`src/dws_pkg.sv`:
```
package dws_pkg;

	// Clock and timing
	localparam int CLK_PERIOD_NS   = 20;
	localparam int PIN_DRIVE_NS    = 1000;
	localparam int PIN_DRIVE_CYC   = (PIN_DRIVE_NS + CLK_PERIOD_NS - 1) / CLK_PERIOD_NS;
	localparam int PIN_SETTLE_NS   = 200;
	localparam int PIN_SETTLE_CYC  = (PIN_SETTLE_NS + CLK_PERIOD_NS - 1) / CLK_PERIOD_NS;
	localparam int DET_CNT_W       = 8;
	localparam int FILTER_TAPS     = 3;

	// Serial word layout
	localparam int          RESOLUTION  = 16;
	localparam logic [6:0]  GLOBAL_ADDR = 7'h73;
	localparam logic [2:0]  ADDR_HI_INC = 3'h1;
	localparam logic [3:0]  BIT_LAST    = 4'h8;
	localparam logic [1:0]  DATA_BYTES  = 2'h3;
	localparam int          CMD_MSB     = 23;
	localparam int          CMD_LSB     = 20;
	localparam int          CODE_MSB    = 15;
	localparam logic [15:0] ZERO_SCALE  = 16'h0000;
	localparam logic [15:0] MID_SCALE   = 16'h8000;

	typedef enum logic [1:0] {
		PIN_LOW   = 2'h0,
		PIN_FLOAT = 2'h1,
		PIN_HIGH  = 2'h2
	} dws_pin_t;

	typedef enum logic [3:0] {
		CMD_WRITE        = 4'h0,
		CMD_UPDATE       = 4'h1,
		CMD_WRITE_UPDATE = 4'h3,
		CMD_POWER_DOWN   = 4'h4,
		CMD_NOP          = 4'hF
	} dws_cmd_t;

	typedef enum logic [2:0] {
		RX_IDLE   = 3'h0,
		RX_ADDR   = 3'h1,
		RX_ACK    = 3'h2,
		RX_DATA   = 3'h3,
		RX_IGNORE = 3'h4
	} dws_rx_t;

	typedef enum logic [2:0] {
		DET_DRV_LO = 3'h0,
		DET_REL_LO = 3'h1,
		DET_DRV_HI = 3'h2,
		DET_REL_HI = 3'h3,
		DET_DONE   = 3'h4
	} dws_det_t;

	// Register map
	localparam logic [31:0] REG_CTRL   = 32'h0000_0000;
	localparam logic [31:0] REG_STATUS = 32'h0000_0004;
	localparam logic [31:0] REG_INPUT  = 32'h0000_0008;
	localparam logic [31:0] REG_DAC    = 32'h0000_000C;
	localparam logic [31:0] REG_PINS   = 32'h0000_0010;
	localparam logic [1:0]  CTRL_RESET = 2'h3;
	localparam int          CTRL_RX_EN = 0;
	localparam int          CTRL_GL_EN = 1;
	localparam logic [1:0]  RESP_OKAY   = 2'h0;
	localparam logic [1:0]  RESP_SLVERR = 2'h2;

endpackage : dws_pkg

```
`src/dws_addr_detect.sv`:
```
`timescale 1ns/1ps

module dws_addr_detect (
	// Clock and reset
	input  wire logic       aclk,
	input  wire logic       aresetn,
	// Address pins
	input  wire logic [2:0] pin_in,
	output logic      [2:0] pin_out,
	output logic      [2:0] pin_oe,
	// Result
	output logic      [5:0] pin_state,
	output logic            done
);

	logic [2:0]              sync1_q, sync2_q;
	logic [2:0]              low_smp_q, low_smp_d;
	logic [5:0]              state_q, state_d;
	logic [5:0]              state_cand;
	dws_pkg::dws_det_t       st_q, st_d;
	logic [dws_pkg::DET_CNT_W-1:0] cnt_q, cnt_d;
	logic                    drv_q, drv_d;
	logic                    oe_q, oe_d;

	// Floating pin keeps the level last driven; a tied pin ignores it
	genvar g;
	generate
		for (g = 0; g < 3; g++)
		begin : g_pin
			assign state_cand[2*g+1:2*g] = (low_smp_q[g] != sync2_q[g]) ? dws_pkg::PIN_FLOAT :
				(sync2_q[g] ? dws_pkg::PIN_HIGH : dws_pkg::PIN_LOW);
		end
	endgenerate

	always_comb
	begin
		st_d      = st_q;
		cnt_d     = cnt_q + 1'b1;
		drv_d     = drv_q;
		oe_d      = oe_q;
		low_smp_d = low_smp_q;
		state_d   = state_q;
		case (st_q)
			dws_pkg::DET_DRV_LO:
			begin
				oe_d  = 1'b1;
				drv_d = 1'b0;
				if (cnt_q == dws_pkg::DET_CNT_W'(dws_pkg::PIN_DRIVE_CYC))
				begin
					st_d  = dws_pkg::DET_REL_LO;
					cnt_d = '0;
					oe_d  = 1'b0;
				end
			end
			dws_pkg::DET_REL_LO:
				if (cnt_q == dws_pkg::DET_CNT_W'(dws_pkg::PIN_SETTLE_CYC))
				begin
					low_smp_d = sync2_q;
					st_d      = dws_pkg::DET_DRV_HI;
					cnt_d     = '0;
					oe_d      = 1'b1;
					drv_d     = 1'b1;
				end
			dws_pkg::DET_DRV_HI:
				if (cnt_q == dws_pkg::DET_CNT_W'(dws_pkg::PIN_DRIVE_CYC))
				begin
					st_d  = dws_pkg::DET_REL_HI;
					cnt_d = '0;
					oe_d  = 1'b0;
				end
			dws_pkg::DET_REL_HI:
				if (cnt_q == dws_pkg::DET_CNT_W'(dws_pkg::PIN_SETTLE_CYC))
				begin
					state_d = state_cand;
					st_d    = dws_pkg::DET_DONE;
				end
			dws_pkg::DET_DONE:
				cnt_d = cnt_q;
			default:
				st_d = dws_pkg::DET_DRV_LO;
		endcase
	end

	always_ff @(posedge aclk)
	begin
		sync1_q <= pin_in;
		sync2_q <= sync1_q;
		if (!aresetn)
		begin
			st_q      <= dws_pkg::DET_DRV_LO;
			cnt_q     <= '0;
			drv_q     <= 1'b0;
			oe_q      <= 1'b0;
			low_smp_q <= 3'h0;
			state_q   <= 6'h00;
		end
		else
		begin
			st_q      <= st_d;
			cnt_q     <= cnt_d;
			drv_q     <= drv_d;
			oe_q      <= oe_d;
			low_smp_q <= low_smp_d;
			state_q   <= state_d;
		end
	end

	assign pin_out   = {3{drv_q}};
	assign pin_oe    = {3{oe_q}};
	assign pin_state = state_q;
	assign done      = (st_q == dws_pkg::DET_DONE);

endmodule : dws_addr_detect

```
`src/dws_top.sv`:
```
// Function
// - Each address pin is read as low, floating or high.
// - Three ternary pins give twenty-seven distinct slave addresses.
// - Address is ((n/4)+1, 00, n mod 4) with n = 9*p2 + 3*p1 + p0.
// - Fixed global address 1110011 is also accepted.
// - A global write loads every device with the usual three data bytes.
// - Read requests are never acknowledged and return no data.
// - Accepted bytes are acknowledged by holding data low through the ninth clock.
// - Data falling while clock high starts a transaction.
// - Data rising while clock high ends a transaction and frees the bus.
// - Serial data bits are sampled on rising clock edges.
// - Data line is released while shifting, pulled low only for acknowledges.
// - Load falling edge after a complete write copies input register to DAC.
// - Load low without a complete four-byte write does not update the DAC.
// - Power-down command is inhibited while the load input is low.
// - Reset loads zero-scale, or mid-scale in the alternate variant.
// - DAC register is an unsigned binary code driven out as is.
// - Address pins are driven during detection to find floating ones.
// - First data byte holds the command in its upper nibble; two bytes follow.
// - Commands: write, update, write and update, power down, no operation.
// - Bytes after the third data byte are not acknowledged.
// - Input code sits most significant bit first in the data word.
`timescale 1ns/1ps

module dws_top #(
	parameter bit MID_SCALE_RESET = 1'b0
) (
	// Clock and reset
	input  wire logic        aclk,
	input  wire logic        aresetn,
	// AXI4-Lite write address and data
	input  wire logic [31:0] s_axi_awaddr,
	input  wire logic        s_axi_awvalid,
	output logic             s_axi_awready,
	input  wire logic [31:0] s_axi_wdata,
	input  wire logic [3:0]  s_axi_wstrb,
	input  wire logic        s_axi_wvalid,
	output logic             s_axi_wready,
	// AXI4-Lite write response
	output logic [1:0]       s_axi_bresp,
	output logic             s_axi_bvalid,
	input  wire logic        s_axi_bready,
	// AXI4-Lite read
	input  wire logic [31:0] s_axi_araddr,
	input  wire logic        s_axi_arvalid,
	output logic             s_axi_arready,
	output logic [31:0]      s_axi_rdata,
	output logic [1:0]       s_axi_rresp,
	output logic             s_axi_rvalid,
	input  wire logic        s_axi_rready,
	// Serial bus
	input  wire logic        scl,
	input  wire logic        sda_in,
	output logic             sda_out,
	output logic             sda_oe,
	// Address select pins
	input  wire logic        addr_sel_pin_0_in,
	output logic             addr_sel_pin_0_out,
	output logic             addr_sel_pin_0_oe,
	input  wire logic        addr_sel_pin_1_in,
	output logic             addr_sel_pin_1_out,
	output logic             addr_sel_pin_1_oe,
	input  wire logic        addr_sel_pin_2_in,
	output logic             addr_sel_pin_2_out,
	output logic             addr_sel_pin_2_oe,
	// Converter side
	input  wire logic        async_load_n,
	output logic [15:0]      dac_code,
	output logic             dac_powered_down
);

	logic [2:0]  pin_out, pin_oe;
	logic [5:0]  pin_state;
	logic        det_done;

	dws_addr_detect u_addr_detect (
		.aclk      (aclk),
		.aresetn   (aresetn),
		.pin_in    ({addr_sel_pin_2_in, addr_sel_pin_1_in, addr_sel_pin_0_in}),
		.pin_out   (pin_out),
		.pin_oe    (pin_oe),
		.pin_state (pin_state),
		.done      (det_done)
	);

	assign addr_sel_pin_0_out = pin_out[0];
	assign addr_sel_pin_1_out = pin_out[1];
	assign addr_sel_pin_2_out = pin_out[2];
	assign addr_sel_pin_0_oe  = pin_oe[0];
	assign addr_sel_pin_1_oe  = pin_oe[1];
	assign addr_sel_pin_2_oe  = pin_oe[2];

	// Own address from pin states
	logic [4:0] pin_index;
	logic [6:0] own_addr_q, own_addr_d;
	logic       own_valid_q, own_valid_d;

	always_comb
	begin
		pin_index = 5'(({3'h0, pin_state[5:4]} * 5'h9) + ({3'h0, pin_state[3:2]} * 5'h3)
			+ {3'h0, pin_state[1:0]});
		own_addr_d  = {3'(pin_index[4:2] + dws_pkg::ADDR_HI_INC), 2'h0, pin_index[1:0]};
		own_valid_d = det_done;
	end

	always_ff @(posedge aclk)
	begin
		if (!aresetn)
		begin
			own_addr_q  <= 7'h00;
			own_valid_q <= 1'b0;
		end
		else
		begin
			own_addr_q  <= own_addr_d;
			own_valid_q <= own_valid_d;
		end
	end

	// Line synchronisers and glitch filter: index 0 clock, 1 data, 2 load
	logic [2:0] sync1_q, sync2_q;
	logic [dws_pkg::FILTER_TAPS-1:0] hist_q [3];
	logic [2:0] filt_q, filt_d, prev_q;

	genvar g;
	generate
		for (g = 0; g < 3; g++)
		begin : g_filt
			always_ff @(posedge aclk)
			begin
				if (!aresetn)
					hist_q[g] <= '1;
				else
					hist_q[g] <= {hist_q[g][dws_pkg::FILTER_TAPS-2:0], sync2_q[g]};
			end
			assign filt_d[g] = (&hist_q[g]) ? 1'b1 : ((|hist_q[g]) ? filt_q[g] : 1'b0);
		end
	endgenerate

	always_ff @(posedge aclk)
	begin
		sync1_q <= {async_load_n, sda_in, scl};
		sync2_q <= sync1_q;
		if (!aresetn)
		begin
			filt_q <= 3'h7;
			prev_q <= 3'h7;
		end
		else
		begin
			filt_q <= filt_d;
			prev_q <= filt_q;
		end
	end

	logic scl_rise, scl_fall, start_det, stop_det, load_fall, load_low;
	assign scl_rise  = filt_q[0] & ~prev_q[0];
	assign scl_fall  = ~filt_q[0] & prev_q[0];
	assign start_det = filt_q[0] & prev_q[0] & prev_q[1] & ~filt_q[1];
	assign stop_det  = filt_q[0] & prev_q[0] & ~prev_q[1] & filt_q[1];
	assign load_fall = prev_q[2] & ~filt_q[2];
	assign load_low  = ~filt_q[2];

	// Control register bits
	logic [1:0] ctrl_q, ctrl_d;

	// Serial receiver
	dws_pkg::dws_rx_t rx_q, rx_d;
	logic [3:0]  bit_q, bit_d;
	logic [7:0]  shift_q, shift_d;
	logic [1:0]  byte_q, byte_d;
	logic [23:0] word_q, word_d;
	logic        ack_hi_q, ack_hi_d;
	logic        exec_q, exec_d;
	logic        clr_q, clr_d;
	logic        oe_q, oe_d;
	logic        addr_hit;

	always_comb
	begin
		rx_d     = rx_q;
		bit_d    = bit_q;
		shift_d  = shift_q;
		byte_d   = byte_q;
		word_d   = word_q;
		ack_hi_d = ack_hi_q;
		exec_d   = 1'b0;
		clr_d    = 1'b0;
		addr_hit = own_valid_q && ctrl_q[dws_pkg::CTRL_RX_EN] && ((shift_q[7:1] == own_addr_q)
			|| (ctrl_q[dws_pkg::CTRL_GL_EN] && shift_q[7:1] == dws_pkg::GLOBAL_ADDR));
		if (start_det)
		begin
			rx_d   = dws_pkg::RX_ADDR;
			bit_d  = 4'h0;
			byte_d = 2'h0;
		end
		else if (stop_det)
			rx_d = dws_pkg::RX_IDLE;
		else
		begin
			case (rx_q)
				dws_pkg::RX_ADDR, dws_pkg::RX_DATA:
				begin
					if (scl_rise)
					begin
						shift_d = {shift_q[6:0], filt_q[1]};
						bit_d   = bit_q + 4'h1;
					end
					else if (scl_fall && bit_q == dws_pkg::BIT_LAST)
					begin
						bit_d = 4'h0;
						if (rx_q == dws_pkg::RX_ADDR)
						begin
							if (addr_hit && !shift_q[0])
							begin
								rx_d  = dws_pkg::RX_ACK;
								clr_d = 1'b1;
							end
							else
								rx_d = dws_pkg::RX_IGNORE;
						end
						else if (byte_q != dws_pkg::DATA_BYTES)
						begin
							word_d = {word_q[15:0], shift_q};
							byte_d = byte_q + 2'h1;
							rx_d   = dws_pkg::RX_ACK;
						end
						else
							rx_d = dws_pkg::RX_IGNORE;
					end
				end
				dws_pkg::RX_ACK:
				begin
					if (scl_rise)
						ack_hi_d = 1'b1;
					else if (scl_fall && ack_hi_q)
					begin
						ack_hi_d = 1'b0;
						rx_d     = dws_pkg::RX_DATA;
						exec_d   = (byte_q == dws_pkg::DATA_BYTES);
					end
				end
				dws_pkg::RX_IDLE, dws_pkg::RX_IGNORE:
					rx_d = rx_q;
				default:
					rx_d = dws_pkg::RX_IDLE;
			endcase
		end
		if (rx_d != dws_pkg::RX_ACK)
			ack_hi_d = 1'b0;
		oe_d = (rx_d == dws_pkg::RX_ACK);
	end

	always_ff @(posedge aclk)
	begin
		if (!aresetn)
		begin
			rx_q     <= dws_pkg::RX_IDLE;
			bit_q    <= 4'h0;
			shift_q  <= 8'h00;
			byte_q   <= 2'h0;
			word_q   <= 24'h00_0000;
			ack_hi_q <= 1'b0;
			exec_q   <= 1'b0;
			clr_q    <= 1'b0;
			oe_q     <= 1'b0;
		end
		else
		begin
			rx_q     <= rx_d;
			bit_q    <= bit_d;
			shift_q  <= shift_d;
			byte_q   <= byte_d;
			word_q   <= word_d;
			ack_hi_q <= ack_hi_d;
			exec_q   <= exec_d;
			clr_q    <= clr_d;
			oe_q     <= oe_d;
		end
	end

	// Input register, DAC register and power state
	localparam logic [15:0] RESET_CODE = MID_SCALE_RESET ? dws_pkg::MID_SCALE : dws_pkg::ZERO_SCALE;
	logic [15:0] input_q, input_d, dac_q, dac_d;
	logic        pd_q, pd_d, done_q, done_d;
	logic [15:0] rx_code;

	always_comb
	begin
		input_d = input_q;
		dac_d   = dac_q;
		pd_d    = pd_q;
		done_d  = done_q;
		rx_code = word_q[dws_pkg::CODE_MSB:0];
		if (exec_q)
		begin
			done_d = 1'b1;
			case (word_q[dws_pkg::CMD_MSB:dws_pkg::CMD_LSB])
				dws_pkg::CMD_WRITE:
					input_d = rx_code;
				dws_pkg::CMD_UPDATE:
				begin
					dac_d = input_q;
					pd_d  = 1'b0;
				end
				dws_pkg::CMD_WRITE_UPDATE:
				begin
					input_d = rx_code;
					dac_d   = rx_code;
					pd_d    = 1'b0;
				end
				dws_pkg::CMD_POWER_DOWN:
					pd_d = ~load_low;
				default:
					pd_d = pd_q;
			endcase
			if (load_low)
			begin
				dac_d = input_d;
				pd_d  = 1'b0;
			end
		end
		else
		begin
			if (clr_q)
				done_d = 1'b0;
			if (load_fall)
			begin
				pd_d = 1'b0;
				if (done_q)
					dac_d = input_q;
			end
		end
	end

	always_ff @(posedge aclk)
	begin
		if (!aresetn)
		begin
			input_q <= RESET_CODE;
			dac_q   <= RESET_CODE;
			pd_q    <= 1'b0;
			done_q  <= 1'b0;
		end
		else
		begin
			input_q <= input_d;
			dac_q   <= dac_d;
			pd_q    <= pd_d;
			done_q  <= done_d;
		end
	end

	// AXI4-Lite slave
	logic [31:0] awaddr_q, awaddr_d, wdata_q, wdata_d, rdata_q, rdata_d;
	logic        wstrb0_q, wstrb0_d;
	logic        aw_have_q, aw_have_d, w_have_q, w_have_d;
	logic        bvalid_q, bvalid_d, rvalid_q, rvalid_d;
	logic [1:0]  bresp_q, bresp_d, rresp_q, rresp_d;
	logic        awready_q, awready_d, wready_q, wready_d, arready_q, arready_d;

	always_comb
	begin
		awaddr_d  = awaddr_q;
		wdata_d   = wdata_q;
		wstrb0_d  = wstrb0_q;
		aw_have_d = aw_have_q;
		w_have_d  = w_have_q;
		bvalid_d  = bvalid_q;
		bresp_d   = bresp_q;
		rvalid_d  = rvalid_q;
		rresp_d   = rresp_q;
		rdata_d   = rdata_q;
		ctrl_d    = ctrl_q;
		if (s_axi_awvalid && awready_q)
		begin
			awaddr_d  = s_axi_awaddr;
			aw_have_d = 1'b1;
		end
		if (s_axi_wvalid && wready_q)
		begin
			wdata_d  = s_axi_wdata;
			wstrb0_d = s_axi_wstrb[0];
			w_have_d = 1'b1;
		end
		if (s_axi_bvalid && s_axi_bready)
			bvalid_d = 1'b0;
		else if (aw_have_q && w_have_q && !bvalid_q)
		begin
			aw_have_d = 1'b0;
			w_have_d  = 1'b0;
			bvalid_d  = 1'b1;
			bresp_d   = dws_pkg::RESP_OKAY;
			case (awaddr_q)
				dws_pkg::REG_CTRL:
					if (wstrb0_q)
						ctrl_d = wdata_q[1:0];
				dws_pkg::REG_STATUS, dws_pkg::REG_INPUT, dws_pkg::REG_DAC, dws_pkg::REG_PINS:
					bresp_d = dws_pkg::RESP_OKAY;
				default:
					bresp_d = dws_pkg::RESP_SLVERR;
			endcase
		end
		if (s_axi_rvalid && s_axi_rready)
			rvalid_d = 1'b0;
		else if (s_axi_arvalid && arready_q)
		begin
			rvalid_d = 1'b1;
			rresp_d  = dws_pkg::RESP_OKAY;
			case (s_axi_araddr)
				dws_pkg::REG_CTRL:   rdata_d = {30'h0, ctrl_q};
				dws_pkg::REG_STATUS: rdata_d = {9'h0, own_addr_q, 8'h0, 1'h0, rx_q, 1'h0,
					pd_q, done_q, own_valid_q};
				dws_pkg::REG_INPUT:  rdata_d = {16'h0, input_q};
				dws_pkg::REG_DAC:    rdata_d = {16'h0, dac_q};
				dws_pkg::REG_PINS:   rdata_d = {26'h0, pin_state};
				default:
				begin
					rdata_d = 32'h0000_0000;
					rresp_d = dws_pkg::RESP_SLVERR;
				end
			endcase
		end
		awready_d = ~aw_have_d & ~bvalid_d;
		wready_d  = ~w_have_d & ~bvalid_d;
		arready_d = ~rvalid_d;
	end

	always_ff @(posedge aclk)
	begin
		if (!aresetn)
		begin
			awaddr_q  <= 32'h0000_0000;
			wdata_q   <= 32'h0000_0000;
			wstrb0_q  <= 1'b0;
			aw_have_q <= 1'b0;
			w_have_q  <= 1'b0;
			bvalid_q  <= 1'b0;
			bresp_q   <= dws_pkg::RESP_OKAY;
			rvalid_q  <= 1'b0;
			rresp_q   <= dws_pkg::RESP_OKAY;
			rdata_q   <= 32'h0000_0000;
			ctrl_q    <= dws_pkg::CTRL_RESET;
			awready_q <= 1'b0;
			wready_q  <= 1'b0;
			arready_q <= 1'b0;
		end
		else
		begin
			awaddr_q  <= awaddr_d;
			wdata_q   <= wdata_d;
			wstrb0_q  <= wstrb0_d;
			aw_have_q <= aw_have_d;
			w_have_q  <= w_have_d;
			bvalid_q  <= bvalid_d;
			bresp_q   <= bresp_d;
			rvalid_q  <= rvalid_d;
			rresp_q   <= rresp_d;
			rdata_q   <= rdata_d;
			ctrl_q    <= ctrl_d;
			awready_q <= awready_d;
			wready_q  <= wready_d;
			arready_q <= arready_d;
		end
	end

	assign s_axi_awready    = awready_q;
	assign s_axi_wready     = wready_q;
	assign s_axi_bvalid     = bvalid_q;
	assign s_axi_bresp      = bresp_q;
	assign s_axi_arready    = arready_q;
	assign s_axi_rvalid     = rvalid_q;
	assign s_axi_rresp      = rresp_q;
	assign s_axi_rdata      = rdata_q;
	assign sda_oe           = oe_q;
	assign sda_out          = 1'b0;
	assign dac_code         = dac_q;
	assign dac_powered_down = pd_q;

endmodule : dws_top

```
`config.mk`:
```
export PLATFORM = sky130hd
export DESIGN_NAME = dws_top
export DESIGN_NICKNAME = d
export VERILOG_FILES = /design/src/dws_pkg.sv /design/src/dws_addr_detect.sv /design/src/dws_top.sv
export SDC_FILE = /design/constraint.sdc
export NUM_CORES = 1
export LEC_CHECK = 0
export BUFFER_PORTS_ARGS = -buffer_cell sky130_fd_sc_hd__buf_2
export CAP_MARGIN = 15
export CORE_MARGIN = 5
export CORE_UTILIZATION = 49
export DETAILED_ROUTE_END_ITERATION = 7
export PLACE_DENSITY = 0.85
export SETUP_SLACK_MARGIN = 0.05
export SYNTH_ARGS = -nofsm -noshare
export SYNTH_HDL_FRONTEND = slang
export SYNTH_SLANG_ARGS = --single-unit
```
`constraint.sdc`:
```
create_clock -name aclk -period 2.78 [get_ports aclk]
set_clock_uncertainty 0.2 [all_clocks]
set_input_delay 0.556 -clock aclk [delete_from_list [all_inputs] [get_ports aclk]]
set_output_delay 0.556 -clock aclk [all_outputs]
set_load 0.01 [all_outputs]
```
## Yosys cells after proc, flatten, opt, wreduce, memory -nomap -nowiden

Memories as Yosys holds them, arrays and structs flattened.
Cells that the tools add are included.

| storage, ports and cells | value |
|---|---|
| bits in registers | 207 |
| RAM bits | 9 |
| input bits | 113 |
| output and inout bits | 66 |
| word-level logic and storage cells | 251 |
| memories | 1 |

| operators by class | value |
|---|---|
| $add $sub $neg | 6 |
| multipliers | 2 |
| eq/ne operators | 37 |
| multiplexer cells | 64 |
| bitwise logic cells | 34 |
| reduce and logical (&&, ||, !) cells | 63 |

Memories:

| memory | depth | width | read ports | clocked after memory_dff | wr ports | line | source |
|---|---|---|---|---|---|---|---|
| hist_q | 3 | 3 | 3 | 0 | 3 | dws_top.sv:122 | `logic [dws_pkg::FILTER_TAPS-1:0] hist_q [3];` |

Operator list:

| cell | count |
|---|---|
| $eq A32 B4 Y1 const B | 4 |
| $pmux W23 S5 | 1 |
| $mux W16 | 5 |
| $eq A32 B3 Y1 const B | 2 |
| $eq A32 B5 Y1 const B | 2 |
| $logic_not A32 Y1 | 2 |
| $mux W3 | 16 |
| $pmux W16 S2 | 1 |
| $pmux W8 S3 | 1 |
| $mux W1 | 23 |
| $not A1 Y1 | 21 |
| $reduce_or A2 Y1 | 10 |
| $reduce_and A3 Y1 | 6 |
| $mux W2 | 8 |
| $mux W8 | 2 |
| $eq A3 B2 Y1 const B | 5 |
| $pmux W3 S5 | 1 |
| $logic_and A1 B1 Y1 | 13 |
| $reduce_and A2 Y1 | 6 |
| $reduce_and A4 Y1 | 3 |
| $reduce_bool A2 Y1 | 6 |
| $and A1 B1 Y1 | 10 |
| $reduce_or A5 Y1 | 2 |
| $pmux W3 S3 | 1 |
| other kinds (40) | 55 |

## Depth between registers and ports, before layout

Gate-level depths: netlist (run 1).

| depth | value |
|---|---|
| word-level depth | 14 |
| depth in mapped cells | 9 |
| depth with buffers taken out | 9 |

## Modules after synthesis

From an unflattened synthesis (run 1), not the netlist that was laid out.

| unflattened totals | value |
|---|---|
| cells, all modules | 866 |
| area, all modules | 8,099.0 um^2 |

By module, submodules not included:

| module | times used | cells an instance | area each (um^2) | sequential area each (um^2) |
|---|---|---|---|---|
| dws_top | 1 | 752 | 6,941.7 | 3,383.2 |
| dws_addr_detect | 1 | 114 | 1,157.4 | 560.5 |

## Worst setup path after synthesis (run 1)

OpenSTA, ideal clock, no wires.

| path | value |
|---|---|
| path type | reg2reg |
| start | register u_addr_detect.state_q[2] (netlist: u_addr_detect.pin_state[2]) |
| end | register own_addr_q[6] |
| setup time | 0.128 ns |
| arrival | 2.354 ns |
| data required time | 2.452 ns |
| path slack | 0.099 ns |
| stages on the path, launching flop included | 9 |
| buffers on the path | 0 |
| clock period less this slack | 2.681 ns |
| path through | dfxtp_1 -> fa_1 -> fa_1 -> fa_1 -> xor2_1 -> ha_1 -> xnor2_1 -> xnor2_1 -> nor2_1 |

| on the way | value |
|---|---|
| word-level cells in the longest chain between the ends | 4 |

Ends and longest elaborated chain:

| what | line | source |
|---|---|---|
| start, declared | dws_addr_detect.sv:18 | `logic [5:0] state_q, state_d;` |
| start signal, assigned | dws_addr_detect.sv:104 | `state_q <= state_d;` |
| $mul A2 B2 Y4 | dws_top.sv:100 | `pin_index = 5'(({3'h0, pin_state[5:4]} * 5'h9) + ({3'h0, pin_state[3:2]} * 5'h3)` |
| $add A5 B4 Y5 | dws_top.sv:100 |  |
| $add A5 B2 Y5 | dws_top.sv:101 | `+ {3'h0, pin_state[1:0]});` |
| $add A3 B1 Y3 | dws_top.sv:102 | `own_addr_d = {3'(pin_index[4:2] + dws_pkg::ADDR_HI_INC), 2'h0, pin_index[1:0]};` |
| end signal, assigned | dws_top.sv:115 | `own_addr_q <= own_addr_d;` |
| end, declared | dws_top.sv:95 | `logic [6:0] own_addr_q, own_addr_d;` |

No other way between the ends.
A chain may end at the register's enable or synchronous reset.

## Worst setup path in the final report (run 1)

| path | value |
|---|---|
| start | register u_addr_detect.state_q[4] (netlist: u_addr_detect.pin_state[4]) |
| end | register own_addr_q[6] |

| on the way | value |
|---|---|
| word-level cells in the longest chain between the ends | 4 |

Ends and longest elaborated chain:

| what | line |
|---|---|
| $mul A2 B4 Y5 | dws_top.sv:100 |
| $add A5 B4 Y5 | dws_top.sv:100 |
| $add A5 B2 Y5 | dws_top.sv:101 |
| $add A3 B1 Y3 | dws_top.sv:102 |

No other way between the ends.

==> key figures, run 1 <==
Outcome
  – Outcome: finished clean

STA
  – Final hold slack: ~29 ps
  – Hold Violations, Final: 0
  – Final min period: 2690 ps
  – # setup viols final: 0
  – Fin. max-slew vios: 0
  – Setup TNS: 0 ps
  – Tcrit/Tclk final: a little over nine tenths
  – Final WS setup: roughly 86 ps
  – Unrepaired setup endpoints after global routing: true
  – FMAX: between 300 and 400 MHz
  – Worst Tran Pin Value: 1120 ps
  – Rel. slew slack: approximately a quarter

Critical path
  – R2r endpoint: own_addr_q[6]$_SDFF_PN0_
  – Worst setup path startpoint: u_addr_detect.pin_state[4]$_SDFFE_PN0P_
  – CP Capture Type: flip-flop
  – R2R setup slack: between 80 and 90 ps
  – CP required: between 2000 and 3000 ps
  – CP Capture Point: own_addr_q[6]$_SDFF_PN0_
  – Worst r2r src: u_addr_detect.pin_state[4]$_SDFFE_PN0P_
  – CP max FO: 2
  – Worst path cell trace: fa_1, fa_2, fa_2, xor2_2, ha_2, xnor2_2, xnor2_1, nor2_1
  – CP top delay family: adder cells
  – CP max stage delay: roughly 500 ps
  – Critical path type: flip-flop to flip-flop
  – WP data arrival: 2800 ps
  – Crit start category: flip-flop
  – Critical path's slowest cell: fa_1
  – R2r worst-path depth: 8
  – Worst path buffer plus inverter count: 0
  – CP Depth: 8
  – Most used cell, CP: fa_2

Global routing
  – Antenna violations before repair: 0
  – GR Layer Usage met2: between 30% and 40%
  – Vias in the first global route: ~6200
  – Gr usage total: around 19%
  – Global-route track usage on met1: 23.5%
  – Grt total ovfl: 0
  – First-pass GRT wire length: 30.1 mm
  – Largest net degree at the start of global routing: 97
  – Busiest layer in global routing: met2
  – Met3 Use GR: 5.31%

Floorplan
  – Die area: 19100 um2
  – Initial Utilization: about 50%
  – Chip Width: approximately 140 um
  – Die Ht: about 140 um
  – I/O Pins: 179
  – Site Rows: 46
  – Core Area: about 16000 um2

Synth
  – Top post-synthesis cells by count: dfxtp_1, nand2_1, nor2_1, a21oi_1, mux2i_1
  – Yosys top cell by area: dfxtp_1
  – Seq cells post-synth: roughly 200
  – Yosys top cell area share: ~50%
  – Number of flops mapped to enable cells by yosys: 0
  – Syn Area/Cell: about 9.0 um2
  – Post-Synthesis Cells: ~900
  – Most numerous cell in the Yosys netlist: dfxtp_1
  – Largest cells by area after synthesis: dfxtp_1, mux2i_1, nand2_1
  – Synth Warn #: 0
  – Dominant synthesized flop cell: dfxtp_1
  – Synth Cell Area: ~8000 um2
  – Ys async rst share: 0%
  – Unique masters post-synth: between 50 and 60
  – Part of the Yosys area used for sequential elements: around 49%

Clocking
  – Bufs on Longest Clock Path: 2
  – Worst skew pair latency: between 400 and 500 ps
  – CTS tree: done
  – TritonCTS buffer count: 17
  – H-tree lvl count: 4
  – Clock sink count: between 150 and 200
  – Root Buffer: clkbuf_16
  – Clock slew at the register clock pins of the worst setup and hold paths: 60 ps

Drt
  – DRT iter0 DRCs: 298
  – Wirelength per Cell: ~15 um
  – Residual DRC: 0
  – DR vias: 6603
  – 1st-pass router iterations: 5
  – Mean number of vias per cell: around 5.3
  – Routed Antenna Nets: 0
  – Drt total wl: roughly 18 mm

Place
  – GP Congestion: roughly 0.90
  – Worst slack at placement: ~35 ps
  – Placed insts: ~1200
  – Buffers added on ports: 131
  – Hpwl dp: roughly 13 mm

Layout
  – Non-filler instance count after layout: around 1200
  – N_diodes: 0
  – # nets final: about 1100
  – Util after Layout: around three fifths
  – Ratio of cells with drive above 1 in the final layout: roughly a fifth
  – Area growth syn-to-layout: 17.5%

Power
  – Clk pwr share: 43.6%
  – Gate power share: ~5%
  – Sequential power share: between 50% and 60%
  – Sw power: 1290 uW
  – Max IR drop VDD: 456 uV
  – PD cells: about 600 nW/um2
  – P_leak: between 0.004 and 0.005 uW
  – Internal Pwr Total: around 4400 uW
  – Switch share: between 20% and 30%

Hold path
  – Hold WC Path Type: primary input to flip-flop

Job
  – Maxcap violations: 0
[worst reg2reg max path: cells and delay by family, from the launching register on]
kind                       cells  cell delay [ps]
adders and majority gates      4             1530
xor gates and xnor gates       3              480
DFF                            1              330
and+or+nand+nor                1               50
[cell type report]
| class | instances | area (um2) |
|---|---|---|
| clock inverter | 11 | 145 |
| sequential | 197 | 3950 |
| inverter | 10 | 38.8 |
| multi-input combinational | 633 | 3780 |
| tap | 216 | 270 |
| timing repair buffer | 148 | 796 |
| clock buffer | 20 | 457 |
| fill | 1372 | 6560 |
[flip-flops by register name (all words and copies together) (netlist names), 5 cells and up]
| register | count |
|---|---|
| awaddr_q | 32 |
| dac_code | 16 |
| hist_q | 9 |
| input_q | 16 |
| own_addr_q | 5 |
| s_axi_rdata | 21 |
| shift_q | 8 |
| u_addr_detect.cnt_q | 8 |
| u_addr_detect.pin_state | 6 |
| word_q | 20 |
[per-stage QoR]
| stage | power (uW) | area (um2) |
|---|---|---|
| final | 5680 | 9440 |
| after global routing | 5880 | 9440 |
| after global placement | 3260 | 8810 |
| after floorplan | 3160 | 8080 |
| after CTS | 5730 | 9420 |
| after detailed placement | 3270 | 8810 |
[worst min path at each step]
stage                       startpoint  cells after the start                                to
finish                          sda_in                      1                sync1_q[1]$_DFF_P_
global route                    sda_in                      1                sync1_q[1]$_DFF_P_
CTS                  addr_sel_pin_2_in                      1  u_addr_detect.sync1_q[2]$_DFF_P_
detailed placement  sync1_q[2]$_DFF_P_                      0                sync2_q[2]$_DFF_P_
global placement    sync1_q[0]$_DFF_P_                      0                sync2_q[0]$_DFF_P_
floorplan           sync1_q[0]$_DFF_P_                      0                sync2_q[0]$_DFF_P_
[logic make-up (layout without fill, tap and decap cells)]
| family | after synthesis | count (layout) | synth area share [%] |
|---|---|---|---|
| other | 1 | 14 | 0.0467 |
| and+or+nand+nor | 361 | 361 | 20.9 |
| buffers and inverters | 76 | 189 | 4.75 |
| DFF | 197 | 197 | 49.1 |
| AOI/OAI and AO/OA | 162 | 162 | 12.6 |
| muxes | 60 | 60 | 7.52 |
| adders and majority gates | 16 | 16 | 2.87 |
| xor gates and xnor gates | 20 | 20 | 2.18 |
[layout by cell type, fill, tap and decap left out, types with 10 or more instances in the layout]
master     instances
ha_1              11
clkbuf_16         17
nand2b_1          18
xnor2_1           14
a211oi_1          16
buf_4             16
mux2i_1           57
a2bb2oi_1         10
conb_1            14
a22o_1            10
o21ai_0           12
nor4_1            15
nand2_1          149
nor3_1            14
a22oi_1           10
buf_2            131
nand3_1           11
a21oi_1           79
dfxtp_1          195
nor2_1           100
[power by group through the flow]
stage,logic [uW],registers [uW],clock network [uW]
floorplan,189,2970,0
global placement,282,2980,0
detailed placement,288,2980,0
CTS,290,2910,2530
global route,323,2920,2640
finish,290,2910,2480
[layer usage]
layer  up-vias  wire, um  share of wire, %
met5         -         0                 0
met1      3055      8010                44
met2       222      8570                47
met4         0       349               1.9
li1       3295         -                 -
met3        31      1150               6.3
[timing repair]
action,4_1_cts,5_1_grt
resized for setup,1,6
hold buffers,0,0
endpoints found under the setup margin,1,1
setup buffers,0,0
pin swaps,0,7
(Power assumes the default switching activity.)
==> run 2, diff against run 1 <==
- CORE_MARGIN: 5 -> 2
==> run 2 against run 1 <==
Against the previous run: sequential share of layout area grew 0.19 points; routed wire length shrank 0.81%; combinational power shrank 2%; critical endpoint unchanged; largest cell class unchanged; highest routed layer unchanged.
==> key figures, run 2 (synthesis results as in run 1) <==
Outcome
  – Outcome: finished clean

Drt
  – Drt total wl: about 18 mm
  – DR vias: 6556
  – DRT iter0 DRCs: 330
  – Mean number of vias per cell: ~5.3
  – Wirelength per Cell: ~15 um
  – Residual DRC: 0
  – Routed Antenna Nets: 0
  – 1st-pass router iterations: 5

Layout
  – Commonest non-fill, non-tap cell in the layout: dfxtp_1
  – Ratio of cells with drive above 1 in the final layout: 19.3%
  – N_diodes: 0
  – Most frequent cells in the layout: dfxtp_1, nand2_1, buf_2
  – Max reg flops: 32
  – # nets final: around 1100
  – Fillers: between 1000 and 1500
  – Util after Layout: 58.9%
  – Non-filler instance count after layout: around 1200
  – Largest register by flop count: awaddr_q
  – Area growth syn-to-layout: 16.9%

Power
  – Switch share: between 20% and 30%
  – Internal Pwr Total: ~4200 uW
  – PD cells: a little under 600 nW/um2
  – Max IR drop VDD: about 380 uV
  – Clk pwr share: between 40 and 50%
  – Total power: 5570 uW
  – Gate power share: between 5 and 6%
  – P_leak: 0.00400 uW
  – Sw power: between 1000 and 1500 uW
  – Sequential power share: a little over half

Clocking
  – Worst skew pair latency: 430 ps
  – TritonCTS buffer count: 17
  – CTS tree: done
  – Cts hold-fix bufs: 0
  – H-tree lvl count: 4
  – Clock sink count: roughly 200
  – Clock slew at the register clock pins of the worst setup and hold paths: 70 ps
  – Root Buffer: clkbuf_16
  – Bufs on Longest Clock Path: 2

Critical path
  – CP required: around 2900 ps
  – CP top delay family: adder cells
  – CP max FO: 2
  – Critical path type: flip-flop to flip-flop
  – CP Capture Type: flip-flop
  – Worst path cell trace: fa_1, fa_2, fa_2, xor2_2, ha_2, xnor2_2, xnor2_1, nor2_1
  – CP max stage delay: 490 ps
  – Most used cell, CP: fa_2
  – Worst path buffer plus inverter count: 0
  – Critical path's slowest cell: fa_1
  – Crit start category: flip-flop
  – WP data arrival: approximately 2800 ps

Place
  – Hpwl dp: between 10 and 15 mm
  – GP Congestion: around 0.84
  – Buffers added on ports: between 100 and 150
  – Placed insts: between 1000 and 1500
  – Worst slack at placement: -41.4 ps

Global routing
  – First-pass GRT wire length: between 20 and 30 mm
  – Vias in the first global route: approximately 6000
  – Busiest layer in global routing: met2
  – Gr usage total: 20.6%
  – Global-route track usage on met1: a little over a quarter
  – Met3 Use GR: 3.65%
  – Grt total ovfl: 0
  – Largest net degree at the start of global routing: around 120
  – GR Layer Usage met2: between 30% and 40%
  – Antenna violations before repair: 0

Floorplan
  – Die area: 17400 um2
  – Chip Width: 132 um
  – Core Area: 15900 um2
  – I/O Pins: approximately 180
  – Initial Utilization: 50.4%
  – Die Ht: 132 um
  – Site Rows: 46

STA
  – Final WS setup: roughly 74 ps
  – FMAX: around 370 MHz
  – Final min period: ~2700 ps
  – Tcrit/Tclk final: between 90% and 100%
  – Hold Violations, Final: 0
  – # setup viols final: 0
  – Fin. max-slew vios: 0
  – Unrepaired setup endpoints after global routing: true
  – Worst Tran Pin Value: 1150 ps
  – Rel. slew slack: approximately a quarter

Hold path
  – Hold WC Path Type: primary input to flip-flop

Job
  – Maxcap violations: 0
[run 2: changes by cell type in the layout (fill, tap and decap cells not counted), sizes merged]
cell / change
buf: -2
clkbuf: -3
clkinvlp: +2
clkinv: +2
bufinv: -1
inv: +1
[run 2: layout make-up]
type,count,area (um2),share of cell area (%)
Clock buffer,17,425,4.53
Clock inverter,15,146,1.56
Inverter,10,38.8,0.413
Multi-Input combinational cell,633,3780,40.3
Sequential cell,197,3940,42.0
Tap cell,216,270,2.88
Timing Repair Buffer,146,781,8.31
[run 2: what timing repair did]
action / CTS / global route
buffers inserted: 0 / 0
pin swaps: 0 / 1
resized for setup: 3 / 2
setup endpoints to repair: 1 / 1
[run 2: path summary, 6_finish.rpt]
kind / startpoint / end / slack [ps] / depth (start not counted)
setup / recovery: u_addr_detect.pin_state[1]$_SDFFE_PN0P_ / own_addr_q[6]$_SDFF_PN0_ / 70 / 8
hold / removal: scl / sync1_q[0]$_DFF_P_ / 20 / 1
hold reg to reg: sync1_q[1]$_DFF_P_ / sync2_q[1]$_DFF_P_ / 130 / 0
setup reg to reg: u_addr_detect.pin_state[1]$_SDFFE_PN0P_ / own_addr_q[6]$_SDFF_PN0_ / 70 / 8
[run 2: metrics by stage]
step | hold slack [ps] | TNS, ps | instance area, um2
after floorplan | 110 | 0 | 8080
after global routing | 7.04 | 0 | 9390
after detailed placement | 113 | -41.4 | 8800
final | 21.8 | 0 | 9390
after CTS | 7.09 | 0 | 9380
after global placement | 112 | 0 | 8800
[run 2: power by group through the flow]
stage | clock, uW | combinational, uW | sequential [uW]
6_report | 2380 | 283 | 2910
5_1_grt | 2540 | 319 | 2920
4_1_cts | 2410 | 286 | 2910
3_5_place_dp | 0 | 283 | 2980
3_3_place_gp | 0 | 278 | 2980
2_1_floorplan | 0 | 189 | 2970
[run 2: per-layer routing]
layer | part of all wire, % | wire, um
met3 | 4.5 | 809
met4 | 1.6 | 285
met5 | 0 | 0
met1 | 45 | 8120
met2 | 49 | 8720
